## src/program_watchdog_defines.svh

```systemverilog
// Constants of the program watchdog: offsets, field positions, key and timing
`ifndef PROGRAM_WATCHDOG_DEFINES_SVH
`define PROGRAM_WATCHDOG_DEFINES_SVH

`define SUPV_ADDR_W          12
`define SUPV_CLEAR_KEY_OFS   12'h0_0CC
`define SUPV_STATUS_OFS      12'h0_100
`define SUPV_KEY_VALUE       8'h5A
`define SUPV_KEY_RESET       8'h00
`define SUPV_OVF_PERIODS     8192
`define SUPV_LSO_FREQ_HZ     10000
`define SUPV_OVF_TIME_US     819200
`define SUPV_STAT_COUNT_LSB  0
`define SUPV_STAT_COUNT_W    16
`define SUPV_STAT_OPT_LSB    16
`define SUPV_STAT_RUN_BIT    18
`define SUPV_STAT_VALID_BIT  19

`endif

```

## src/program_watchdog_pkg.sv

```systemverilog
// Types shared by the program watchdog files
`default_nettype none
package program_watchdog_pkg;
  typedef enum logic [1:0] {
    OPT_DISABLE,
    OPT_ENABLE,
    OPT_ALWAYS_ON
  } supv_option_t;
endpackage
`default_nettype wire

```

## src/program_watchdog.sv

```systemverilog
// Program watchdog: Avalon-MM slave, option handling and chip reset generation
//
// Operation
// - The watchdog is a free-running binary up counter stepped only by its oscillator ticks.
// - Counter overflow raises a pulse that resets the whole microcontroller.
// - Overflow happens after 8192 oscillator periods, about 819.2 ms at 10 kHz.
// - With the disable option the watchdog stays idle and never resets the chip.
// - Enable option: counting runs in normal and slow modes and halts in power-down and green.
// - With the always-on option counting continues in every mode including power-down and green.
// - Writing 0x5A to the write-only 8-bit clear register (reset 0x00) restarts the count.
//
// The Avalon-MM register port is this design's own decision.
`include "program_watchdog_defines.svh"
`default_nettype none
module program_watchdog #(
  parameter int OVF_PERIODS = `SUPV_OVF_PERIODS,
  parameter int CW          = $clog2(OVF_PERIODS)
) (
  input  wire logic                              i_clk,
  input  wire logic                              i_sys_rst,
  input  wire logic                              i_lso_clk,
  input  wire program_watchdog_pkg::supv_option_t i_option,
  input  wire logic                              i_power_down,
  input  wire logic                              i_green_mode,
  input  wire logic [`SUPV_ADDR_W-1:0]           i_avs_address,
  input  wire logic                              i_avs_read,
  input  wire logic                              i_avs_write,
  input  wire logic [31:0]                       i_avs_writedata,
  input  wire logic [3:0]                        i_avs_byteenable,
  output logic [31:0]                            o_avs_readdata,
  output logic                                   o_avs_waitrequest,
  output logic                                   o_chip_reset
);
  import program_watchdog_pkg::*;

  localparam logic [CW-1:0] LAST = CW'(OVF_PERIODS - 1);

  typedef struct packed {
    logic         lso_prev;
    logic         ack;
    logic [31:0]  rdata;
    logic [7:0]   key;
    logic         chip_rst;
    logic         opt_valid;
    supv_option_t option;
  } wd_state_t;

  wd_state_t      state_q;
  wd_state_t      state_d;
  logic           lso_tick;
  logic           running;
  logic           low_power;
  logic           req;
  logic           wr_take;
  logic           key_hit;
  logic           clear;
  logic           overflow;
  logic [CW-1:0]  count;
  logic [31:0]    status;

  // Oscillator input is synchronous; its rising edge marks one period
  assign lso_tick  = i_lso_clk & ~state_q.lso_prev;
  assign low_power = i_power_down | i_green_mode;

  // Run gating by the build option, latched once after reset release
  always_comb begin
    running = 1'b0;
    if (state_q.opt_valid) begin
      unique case (state_q.option)
        OPT_DISABLE:   running = 1'b0;
        OPT_ENABLE:    running = ~low_power;
        OPT_ALWAYS_ON: running = 1'b1;
        default:       running = 1'b1;
      endcase
    end
  end

  // Build option checks: latched once after release, fixed until the next reset
  a_option_capture: assert property (@(posedge i_clk) disable iff (i_sys_rst)
    $rose(state_q.opt_valid) |-> (state_q.option == $past(i_option)))
    else $error("build option not latched at release");

  a_option_frozen: assert property (@(posedge i_clk) disable iff (i_sys_rst)
    state_q.opt_valid |=> $stable(state_q.option))
    else $error("build option changed after latching");

  a_idle_unlatched: assert property (@(posedge i_clk) disable iff (i_sys_rst)
    !state_q.opt_valid |-> !running)
    else $error("counter runs before option latched");

  a_run_disable: assert property (@(posedge i_clk) disable iff (i_sys_rst)
    (state_q.option == OPT_DISABLE) |-> !running)
    else $error("disabled watchdog running");

  a_run_always: assert property (@(posedge i_clk) disable iff (i_sys_rst)
    (state_q.opt_valid && state_q.option == OPT_ALWAYS_ON) |-> running)
    else $error("always-on watchdog stopped");

  a_enable_steps: assert property (@(posedge i_clk) disable iff (i_sys_rst)
    (state_q.opt_valid && state_q.option == OPT_ENABLE && !low_power && lso_tick
     && !clear && count != LAST) |=> (count == CW'($past(count) + 1'b1)))
    else $error("enable option did not count in normal mode");

  a_enable_no_reset: assert property (@(posedge i_clk) disable iff (i_sys_rst)
    (state_q.option == OPT_ENABLE && low_power) |=> !o_chip_reset)
    else $error("chip reset from low power with enable option");

  // Bus: one wait cycle, write and read data at the edge of waitrequest low
  assign req               = i_avs_read | i_avs_write;
  assign o_avs_waitrequest = req & ~state_q.ack;
  assign o_avs_readdata    = state_q.rdata;
  assign wr_take           = i_avs_write & state_q.ack;
  assign key_hit           = wr_take && (i_avs_address == `SUPV_CLEAR_KEY_OFS)
                             && i_avs_byteenable[0];
  assign clear             = key_hit && (i_avs_writedata[7:0] == `SUPV_KEY_VALUE);

  always_comb begin
    status = '0;
    status[`SUPV_STAT_COUNT_LSB +: `SUPV_STAT_COUNT_W] = `SUPV_STAT_COUNT_W'(count);
    status[`SUPV_STAT_OPT_LSB +: 2] = state_q.option;
    status[`SUPV_STAT_RUN_BIT]      = running;
    status[`SUPV_STAT_VALID_BIT]    = state_q.opt_valid;
  end

  // Bus handshake checks: one wait state per request, data from flip-flops
  a_wait_first_cycle: assert property (@(posedge i_clk) disable iff (i_sys_rst)
    $rose(req) |-> o_avs_waitrequest)
    else $error("fresh request answered without a wait cycle");

  a_idle_no_wait: assert property (@(posedge i_clk) disable iff (i_sys_rst)
    !req |-> !o_avs_waitrequest)
    else $error("waitrequest high without a request");

  a_ack_follows: assert property (@(posedge i_clk) disable iff (i_sys_rst)
    (req && !state_q.ack) |=> state_q.ack)
    else $error("request not answered");

  a_ack_drops: assert property (@(posedge i_clk) disable iff (i_sys_rst)
    (req && !o_avs_waitrequest) |=> !state_q.ack)
    else $error("answer stood longer than one cycle");

  a_status_read: assert property (@(posedge i_clk) disable iff (i_sys_rst)
    (i_avs_read && !o_avs_waitrequest && i_avs_address == `SUPV_STATUS_OFS)
    |-> (o_avs_readdata == $past(status)))
    else $error("status read data not from the request cycle");

  a_other_reads_zero: assert property (@(posedge i_clk) disable iff (i_sys_rst)
    (i_avs_read && !o_avs_waitrequest && i_avs_address != `SUPV_STATUS_OFS)
    |-> (o_avs_readdata == '0))
    else $error("read of a non-status address not zero");

  a_readdata_holds: assert property (@(posedge i_clk) disable iff (i_sys_rst)
    !req |=> $stable(o_avs_readdata))
    else $error("read data changed while idle");

  // Disable option holds the count at zero so no overflow can build up
  supervision_counter #(
    .OVF_PERIODS (OVF_PERIODS),
    .CW          (CW)
  ) u_counter (
    .i_clk      (i_clk),
    .i_sys_rst  (i_sys_rst),
    .i_tick     (lso_tick),
    .i_run      (running),
    .i_clear    (clear | ~running & (state_q.option == OPT_DISABLE)),
    .o_count    (count),
    .o_overflow (overflow)
  );

  // Chip reset is a one-cycle registered pulse; the system reset clears this block
  always_comb begin
    state_d          = state_q;
    state_d.lso_prev = i_lso_clk;
    state_d.chip_rst = overflow;
    if (!state_q.opt_valid) begin
      state_d.opt_valid = 1'b1;
      state_d.option    = i_option;
    end
    if (req && !state_q.ack) begin
      state_d.ack   = 1'b1;
      state_d.rdata = '0;
      if (i_avs_read && i_avs_address == `SUPV_STATUS_OFS) begin
        state_d.rdata = status;
      end
    end else begin
      state_d.ack = 1'b0;
    end
    // Key is kept internally only; the register never reads back
    if (key_hit) begin
      state_d.key = i_avs_writedata[7:0];
    end
  end

  always_ff @(posedge i_clk or posedge i_sys_rst) begin
    if (i_sys_rst) begin
      state_q       <= '0;
      state_q.key   <= `SUPV_KEY_RESET;
    end else begin
      state_q <= state_d;
    end
  end

  assign o_chip_reset = state_q.chip_rst;

  a_reset_from_ovf: assert property (@(posedge i_clk) disable iff (i_sys_rst)
    overflow |=> o_chip_reset)
    else $error("overflow did not reset chip");

  a_reset_cause: assert property (@(posedge i_clk) disable iff (i_sys_rst)
    o_chip_reset |-> ($past(count) == LAST) && $past(lso_tick) && $past(running))
    else $error("chip reset without overflow");

  a_disabled_quiet: assert property (@(posedge i_clk) disable iff (i_sys_rst)
    (state_q.opt_valid && state_q.option == OPT_DISABLE) |=> !o_chip_reset && count == '0)
    else $error("disabled watchdog active");

  a_low_power_halt: assert property (@(posedge i_clk) disable iff (i_sys_rst)
    (state_q.option == OPT_ENABLE && low_power && !clear) |=> $stable(count))
    else $error("counter moved in low power with enable option");

  a_always_counts: assert property (@(posedge i_clk) disable iff (i_sys_rst)
    (state_q.opt_valid && state_q.option == OPT_ALWAYS_ON && low_power && lso_tick
     && !clear && count != LAST) |=> (count == CW'($past(count) + 1'b1)))
    else $error("always-on counter halted");

  a_key_clears: assert property (@(posedge i_clk) disable iff (i_sys_rst)
    clear |=> (count == '0) ##1 !o_chip_reset)
    else $error("key write did not restart counter");

  a_bad_key_keeps: assert property (@(posedge i_clk) disable iff (i_sys_rst)
    (key_hit && !clear && !lso_tick) |=> $stable(count) && !o_chip_reset)
    else $error("wrong key changed counter");

  a_bus_one_wait: assert property (@(posedge i_clk) disable iff (i_sys_rst)
    (req && o_avs_waitrequest) |=> !o_avs_waitrequest)
    else $error("bus answer later than one wait cycle");

  a_key_reads_zero: assert property (@(posedge i_clk) disable iff (i_sys_rst)
    (i_avs_read && !o_avs_waitrequest && $past(i_avs_address) == `SUPV_CLEAR_KEY_OFS)
    |-> (o_avs_readdata == '0))
    else $error("write-only clear register read non-zero");

  // Counter, key and chip reset checks
  a_reset_pulse: assert property (@(posedge i_clk) disable iff (i_sys_rst)
    o_chip_reset |=> !o_chip_reset)
    else $error("chip reset longer than one cycle");

  a_reset_needs_ovf: assert property (@(posedge i_clk) disable iff (i_sys_rst)
    $rose(o_chip_reset) |-> $past(overflow))
    else $error("chip reset rose without overflow");

  a_wrap_after_ovf: assert property (@(posedge i_clk) disable iff (i_sys_rst)
    overflow |=> (count == '0))
    else $error("counter did not wrap after overflow");

  a_count_bound: assert property (@(posedge i_clk) disable iff (i_sys_rst)
    count <= LAST)
    else $error("counter beyond last period");

  a_idle_no_move: assert property (@(posedge i_clk) disable iff (i_sys_rst)
    (!lso_tick && !clear) |=> $stable(count))
    else $error("counter moved without an oscillator tick");

  a_ovf_needs_run: assert property (@(posedge i_clk) disable iff (i_sys_rst)
    overflow |-> running)
    else $error("overflow while counter halted");

  a_disable_no_ovf: assert property (@(posedge i_clk) disable iff (i_sys_rst)
    (state_q.option == OPT_DISABLE) |-> !overflow)
    else $error("overflow with disable option");

  a_no_reset_clear: assert property (@(posedge i_clk) disable iff (i_sys_rst)
    clear |=> !o_chip_reset)
    else $error("chip reset after key write");

  a_clear_wins: assert property (@(posedge i_clk) disable iff (i_sys_rst)
    (clear && lso_tick) |=> (count == '0))
    else $error("tick beat the clear key");

  a_clear_needs_key: assert property (@(posedge i_clk) disable iff (i_sys_rst)
    clear |-> (i_avs_writedata[7:0] == `SUPV_KEY_VALUE))
    else $error("clear without the key value");

  a_clear_on_write: assert property (@(posedge i_clk) disable iff (i_sys_rst)
    clear |-> (i_avs_write && !o_avs_waitrequest && i_avs_address == `SUPV_CLEAR_KEY_OFS))
    else $error("clear outside a completed key write");

  a_key_stored: assert property (@(posedge i_clk) disable iff (i_sys_rst)
    key_hit |=> (state_q.key == $past(i_avs_writedata[7:0])))
    else $error("clear register did not take the write");

  a_key_kept: assert property (@(posedge i_clk) disable iff (i_sys_rst)
    !key_hit |=> $stable(state_q.key))
    else $error("clear register changed without a write");

  a_read_no_clear: assert property (@(posedge i_clk) disable iff (i_sys_rst)
    i_avs_read |-> !clear)
    else $error("read cleared the counter");

  a_stray_write_ignored: assert property (@(posedge i_clk) disable iff (i_sys_rst)
    (i_avs_write && i_avs_address != `SUPV_CLEAR_KEY_OFS) |-> !clear)
    else $error("write elsewhere cleared the counter");
endmodule
`default_nettype wire

```

## src/supervision_counter.sv

```systemverilog
// Free-running up counter of low-speed oscillator periods with overflow pulse
`default_nettype none
module supervision_counter #(
  parameter int OVF_PERIODS = 8192,
  parameter int CW          = $clog2(OVF_PERIODS)
) (
  input  wire logic          i_clk,
  input  wire logic          i_sys_rst,
  input  wire logic          i_tick,
  input  wire logic          i_run,
  input  wire logic          i_clear,
  output logic [CW-1:0]      o_count,
  output logic               o_overflow
);
  import program_watchdog_pkg::*;

  localparam logic [CW-1:0] LAST = CW'(OVF_PERIODS - 1);

  typedef struct packed {
    logic [CW-1:0] count;
  } cnt_state_t;

  cnt_state_t state_q;
  cnt_state_t state_d;
  logic       step;

  // Advance only on an oscillator period while allowed to run
  assign step       = i_tick & i_run & ~i_clear;
  assign o_overflow = step & (state_q.count == LAST);
  assign o_count    = state_q.count;

  always_comb begin
    state_d = state_q;
    if (i_clear) begin
      state_d.count = '0;
    end else if (step) begin
      state_d.count = (state_q.count == LAST) ? '0 : CW'(state_q.count + 1'b1);
    end
  end

  always_ff @(posedge i_clk or posedge i_sys_rst) begin
    if (i_sys_rst) begin
      state_q <= '0;
    end else begin
      state_q <= state_d;
    end
  end

  a_clear_restarts: assert property (@(posedge i_clk) disable iff (i_sys_rst)
    i_clear |=> (o_count == '0))
    else $error("counter not zero after clear");

  a_count_steps: assert property (@(posedge i_clk) disable iff (i_sys_rst)
    (i_tick && i_run && !i_clear && o_count != LAST) |=> (o_count == CW'($past(o_count) + 1'b1)))
    else $error("counter did not step on tick");

  a_hold_no_tick: assert property (@(posedge i_clk) disable iff (i_sys_rst)
    (!i_clear && !(i_tick && i_run)) |=> $stable(o_count))
    else $error("counter moved without a running tick");

  a_wrap_zero: assert property (@(posedge i_clk) disable iff (i_sys_rst)
    o_overflow |-> (o_count == LAST) ##1 (o_count == '0))
    else $error("overflow not at last count or no wrap");
endmodule
`default_nettype wire
```

## config.mk

```make
export PLATFORM = sky130hd
export DESIGN_NAME = program_watchdog
export DESIGN_NICKNAME = d
export VERILOG_FILES = /design/src/program_watchdog_pkg.sv /design/src/program_watchdog.sv /design/src/supervision_counter.sv
export VERILOG_INCLUDE_DIRS = /design/src /design/src/src
export SDC_FILE = /design/constraint.sdc
export NUM_CORES = 1
export LEC_CHECK = 0
export BUFFER_PORTS_ARGS = -buffer_cell sky130_fd_sc_hd__buf_4
export CORE_UTILIZATION = 45
export CTS_CLUSTER_SIZE = 24
export DETAILED_ROUTE_END_ITERATION = 8
export GPL_ROUTABILITY_DRIVEN = 0
export PLACE_DENSITY = 0.81
export SLEW_MARGIN = 20
export SYNTH_ARGS = -nofsm -noshare
export SYNTH_HDL_FRONTEND = slang
export SYNTH_SLANG_ARGS = --single-unit
```

## constraint.sdc

```tcl
create_clock -name i_clk -period 4.45 [get_ports i_clk]
set_input_delay 1.335 -clock i_clk [delete_from_list [all_inputs] [get_ports i_clk]]
set_output_delay 1.335 -clock i_clk [all_outputs]
set_load 0.01 [all_outputs]
```

==> impl_metrics.tcl <==
set metrics [dict create \
    status "complete, no violations" \
    path_delay_family "compound AO/OA/AOI/OAI gates" \
    num_vias 1498 \
    ys_seq_elements 36 \
    pwr_density_cell_nw_per_um2 311 \
    cts_buffers 5 \
    multi_input_comb_area_um2 793 \
    antenna_cells 0 \
    finalHoldViolations 0 \
    grt_pass1_wl_um 5950 \
    pwr-share-comb_pct 10.1 \
    start_util_pct 47.2 \
    crit_chain "buf_4, o21bai_2, inv_1, buf_4" \
    cts_tree "done" \
    dieArea_um2 4520 \
    num_rows 23 \
    pwr-share-clk_pct 39.7 \
    grt_max_degree 37 \
    grt_use_total_pct 18.1 \
    fin_crit_ns 3.79 \
    clockBufferDepth 2 \
    syn_area_um2 1920 \
    synth_cells 182 \
    viasPerCell 5.63 \
    worst_slew_pin_slew_ns 0.864 \
    drt_wl_total_um 3830 \
    min_path_cells 1 \
    post_cts_buffers 0 \
    hpwlAfterDp_um 2810 \
    crit_path_max_incr_delay_ns 0.69 \
    synth_top_flop_cell "dfrtp_1" \
    r2r_slack_ns 2.63 \
    tns_ns 0 \
    cp.required_ns 3.12 \
    rr_worst_depth 4 \
    io_buffer_count 48 \
    crit_cells 4 \
    seqPwrFrac_pct 50.2 \
    clock_sinks 36 \
    synth_edf_count 0 \
    die_h_um 67.2 \
    regArea_um2 901 \
    antenna_left 0 \
    crit_type "primary input to output pin" \
    slew_headroom_pct 42.3 \
    syn_avg_cell_area_um2 10.5 \
    ys_async_sr_fraction_pct 100 \
    regToRegStartpoint "state_q[0]" \
    crit_arrival_ns 2.46 \
    sw_frac_of_total_pct 23.7 \
    cpMostUsedCell "buf_4" \
    clock_skew_ns 0.00467 \
    cts_resized 0 \
    drtIter0Drc 71 \
    timing.rr.end "u_counter.o_count[8]" \
    ioPinCount 91 \
    first_global_vias 1347 \
    drc 0 \
    critPathLaunchType "primary input" \
    htree_levels 2 \
    yosysUniqueCellTypes 40 \
    path_clk_slew_ns 0.07 \
    drive_gt1_share_pct 30.1 \
    hold_path_class "flip-flop to flip-flop" \
    setup_viol 0 \
    p_int_mw 0.535 \
    clk_latency_ns 0.28 \
    power_mw 0.701 \
    num-nets-final 273 \
    first_pass_iters 4 \
    hold_buffers 0 \
    area_delta_synth_final_pct 17.5 \
    core_um2 4060 \
    antenna_found_initial 0 \
    yosysWarnings 0 \
    p_sw_mw 0.166 \
    cpMaxStageDelayCell "o21bai_2" \
    rsz0062_at_grt "false" \
    cp-end-kind "output pin" \
    root_buffer "clkbuf_8" \
    fillers 365 \
    drv_slew 0 \
    fmax_mhz 264 \
    hp-start "o_avs_readdata[18]" \
    avgRoutedWirePerCell_um 14.4 \
    vdd_ir_drop_max_mv 0.182 \
    grt_overflow 0 \
    critPathBufInv 3 \
    ys_seq_area_share_pct 47.0 \
    p_leak_nw 1.06 \
    path_max_fanout 19 \
    min_to "o_avs_readdata[18]" \
    dieWidth_um 67.2 \
    period_share_pct 85.2 \
    maxCapViolations 0 \
]
## power groups by stage
stage	logic, mW	clock network [mW]	registers (mW)
floorplan	0.0518	0	0.353
global placement	0.0690	0	0.358
detailed placement	0.0704	0	0.359
CTS	0.0707	0.284	0.352
global route	0.0787	0.302	0.354
finish	0.0708	0.278	0.352
## worst reg2reg max path, delay by kind of cell, from the launching register on
kind,cells,cell delay [ns]
simple gates,2,0.92
compound gates,2,0.39
flops,1,0.43
## stage by stage
| stage | instances | setup WS, ns | hold WS (ns) | instance area (um^2) | utilization, % |
|---|---|---|---|---|---|
| final | 266 | 0.657 | 0.498 | 2250 | 55.5 |
| after global routing | 266 | 0.551 | 0.530 | 2250 | 55.5 |
| after CTS | 266 | 0.697 | 0.499 | 2240 | 55.3 |
| after detailed placement | 258 | 0.696 | 0.483 | 2140 | 52.7 |
| after global placement | 258 | 0.717 | 0.483 | 2140 | 52.7 |
| after floorplan | 196 | 1.05 | 0.464 | 1970 | - |
## metal layers
| metal | track usage, % | share of wire, % | wire length, um | vias to the layer above |
|---|---|---|---|---|
| li1 | - | - | - | 701 |
| met1 | 21.3 | 41 | 1560 | 728 |
| met2 | 31.6 | 50 | 1920 | 65 |
| met3 | 4.73 | 8.1 | 308 | 4 |
| met4 | 6.38 | 0.89 | 34 | 0 |
| met5 | 0 | 0 | 0 | - |
## cells in the final DEF, fill, tap and decap left out, drive strengths merged
| cell | instances |
|---|---|
| a211oi | 4 |
| a21oi | 6 |
| a22o | 16 |
| a31oi | 2 |
| a32o | 1 |
| a41oi | 1 |
| and2 | 3 |
| and3b | 1 |
| and4 | 4 |
| buf | 50 |
| bufinv | 1 |
| clkbuf | 6 |
| clkinv | 1 |
| conb | 16 |
| dfrtp | 36 |
| ha | 1 |
| inv | 3 |
| mux2 | 2 |
| nand2 | 9 |
| nand3 | 10 |
| nand3b | 1 |
| nand4 | 2 |
| nand4b | 3 |
| nand4bb | 1 |
| nor2 | 8 |
| nor3 | 5 |
| nor3b | 1 |
| nor4 | 1 |
| o2111ai | 3 |
| o211ai | 1 |
| o21a | 1 |
| o21ai | 1 |
| o21bai | 1 |
| o221ai | 1 |
| o22ai | 2 |
| o31ai | 3 |
| or2 | 1 |
| or4 | 4 |
| xor2 | 3 |
## how the worst max path moves through the flow
stage	startpoint	end	slack (ns)
after floorplan	i_avs_write	o_avs_waitrequest	1.05
after global placement	i_avs_write	o_avs_waitrequest	0.72
after detailed placement	i_avs_write	o_avs_waitrequest	0.70
after CTS	i_avs_write	o_avs_waitrequest	0.70
after global routing	i_avs_write	o_avs_waitrequest	0.55
final	i_avs_write	o_avs_waitrequest	0.66
## logic make-up after synthesis
group           after synthesis  synth area share, %
simple gates                 54                 17.2
compound gates               43                 17.6
buf+inv                      41                 14.6
flops                        36                 47.0
xor+xnor                      3                 1.37
other cells                   2                0.392
mux                           2                 1.18
fa+ha+maj                     1                0.653
## synthesized netlist by cell type, types with 2 or more instances
cell | count | share of area [%]
dfrtp_1 | 36 | 47
buf_4 | 33 | 13
a22o_1 | 16 | 7.3
nand3_1 | 10 | 2.6
nand2_1 | 9 | 1.8
nor2_1 | 8 | 1.6
a21oi_1 | 6 | 1.6
a211oi_1 | 4 | 1.6
and4_1 | 4 | 1.8
nor3_1 | 4 | 1.0
and2_1 | 3 | 0.98
clkbuf_1 | 3 | 0.59
inv_1 | 3 | 0.59
nand4b_1 | 3 | 1.4
o2111ai_1 | 3 | 1.4
o31ai_1 | 3 | 1.2
or4_1 | 3 | 1.2
xor2_1 | 3 | 1.4
a31oi_1 | 2 | 0.65
buf_2 | 2 | 0.52
conb_1 | 2 | 0.39
mux2_2 | 2 | 1.2
nand4_1 | 2 | 0.65
o22ai_1 | 2 | 0.65
## final cells by class
type,instances,area share (%)
Clock buffer,6,3.22
Clock inverter,2,1.56
Inverter,3,0.500
Multi-Input combinational cell,119,35.2
Sequential cell,36,40.0
Tap cell,50,2.78
Timing Repair Buffer,50,16.7
## state kept, by name (all words and copies together) (netlist names)
name / flops
o_avs_readdata: 17
u_counter.o_count: 13
state_q: 5
o_chip_reset: 1
Note: power is estimated with default switching activity, not from simulation.
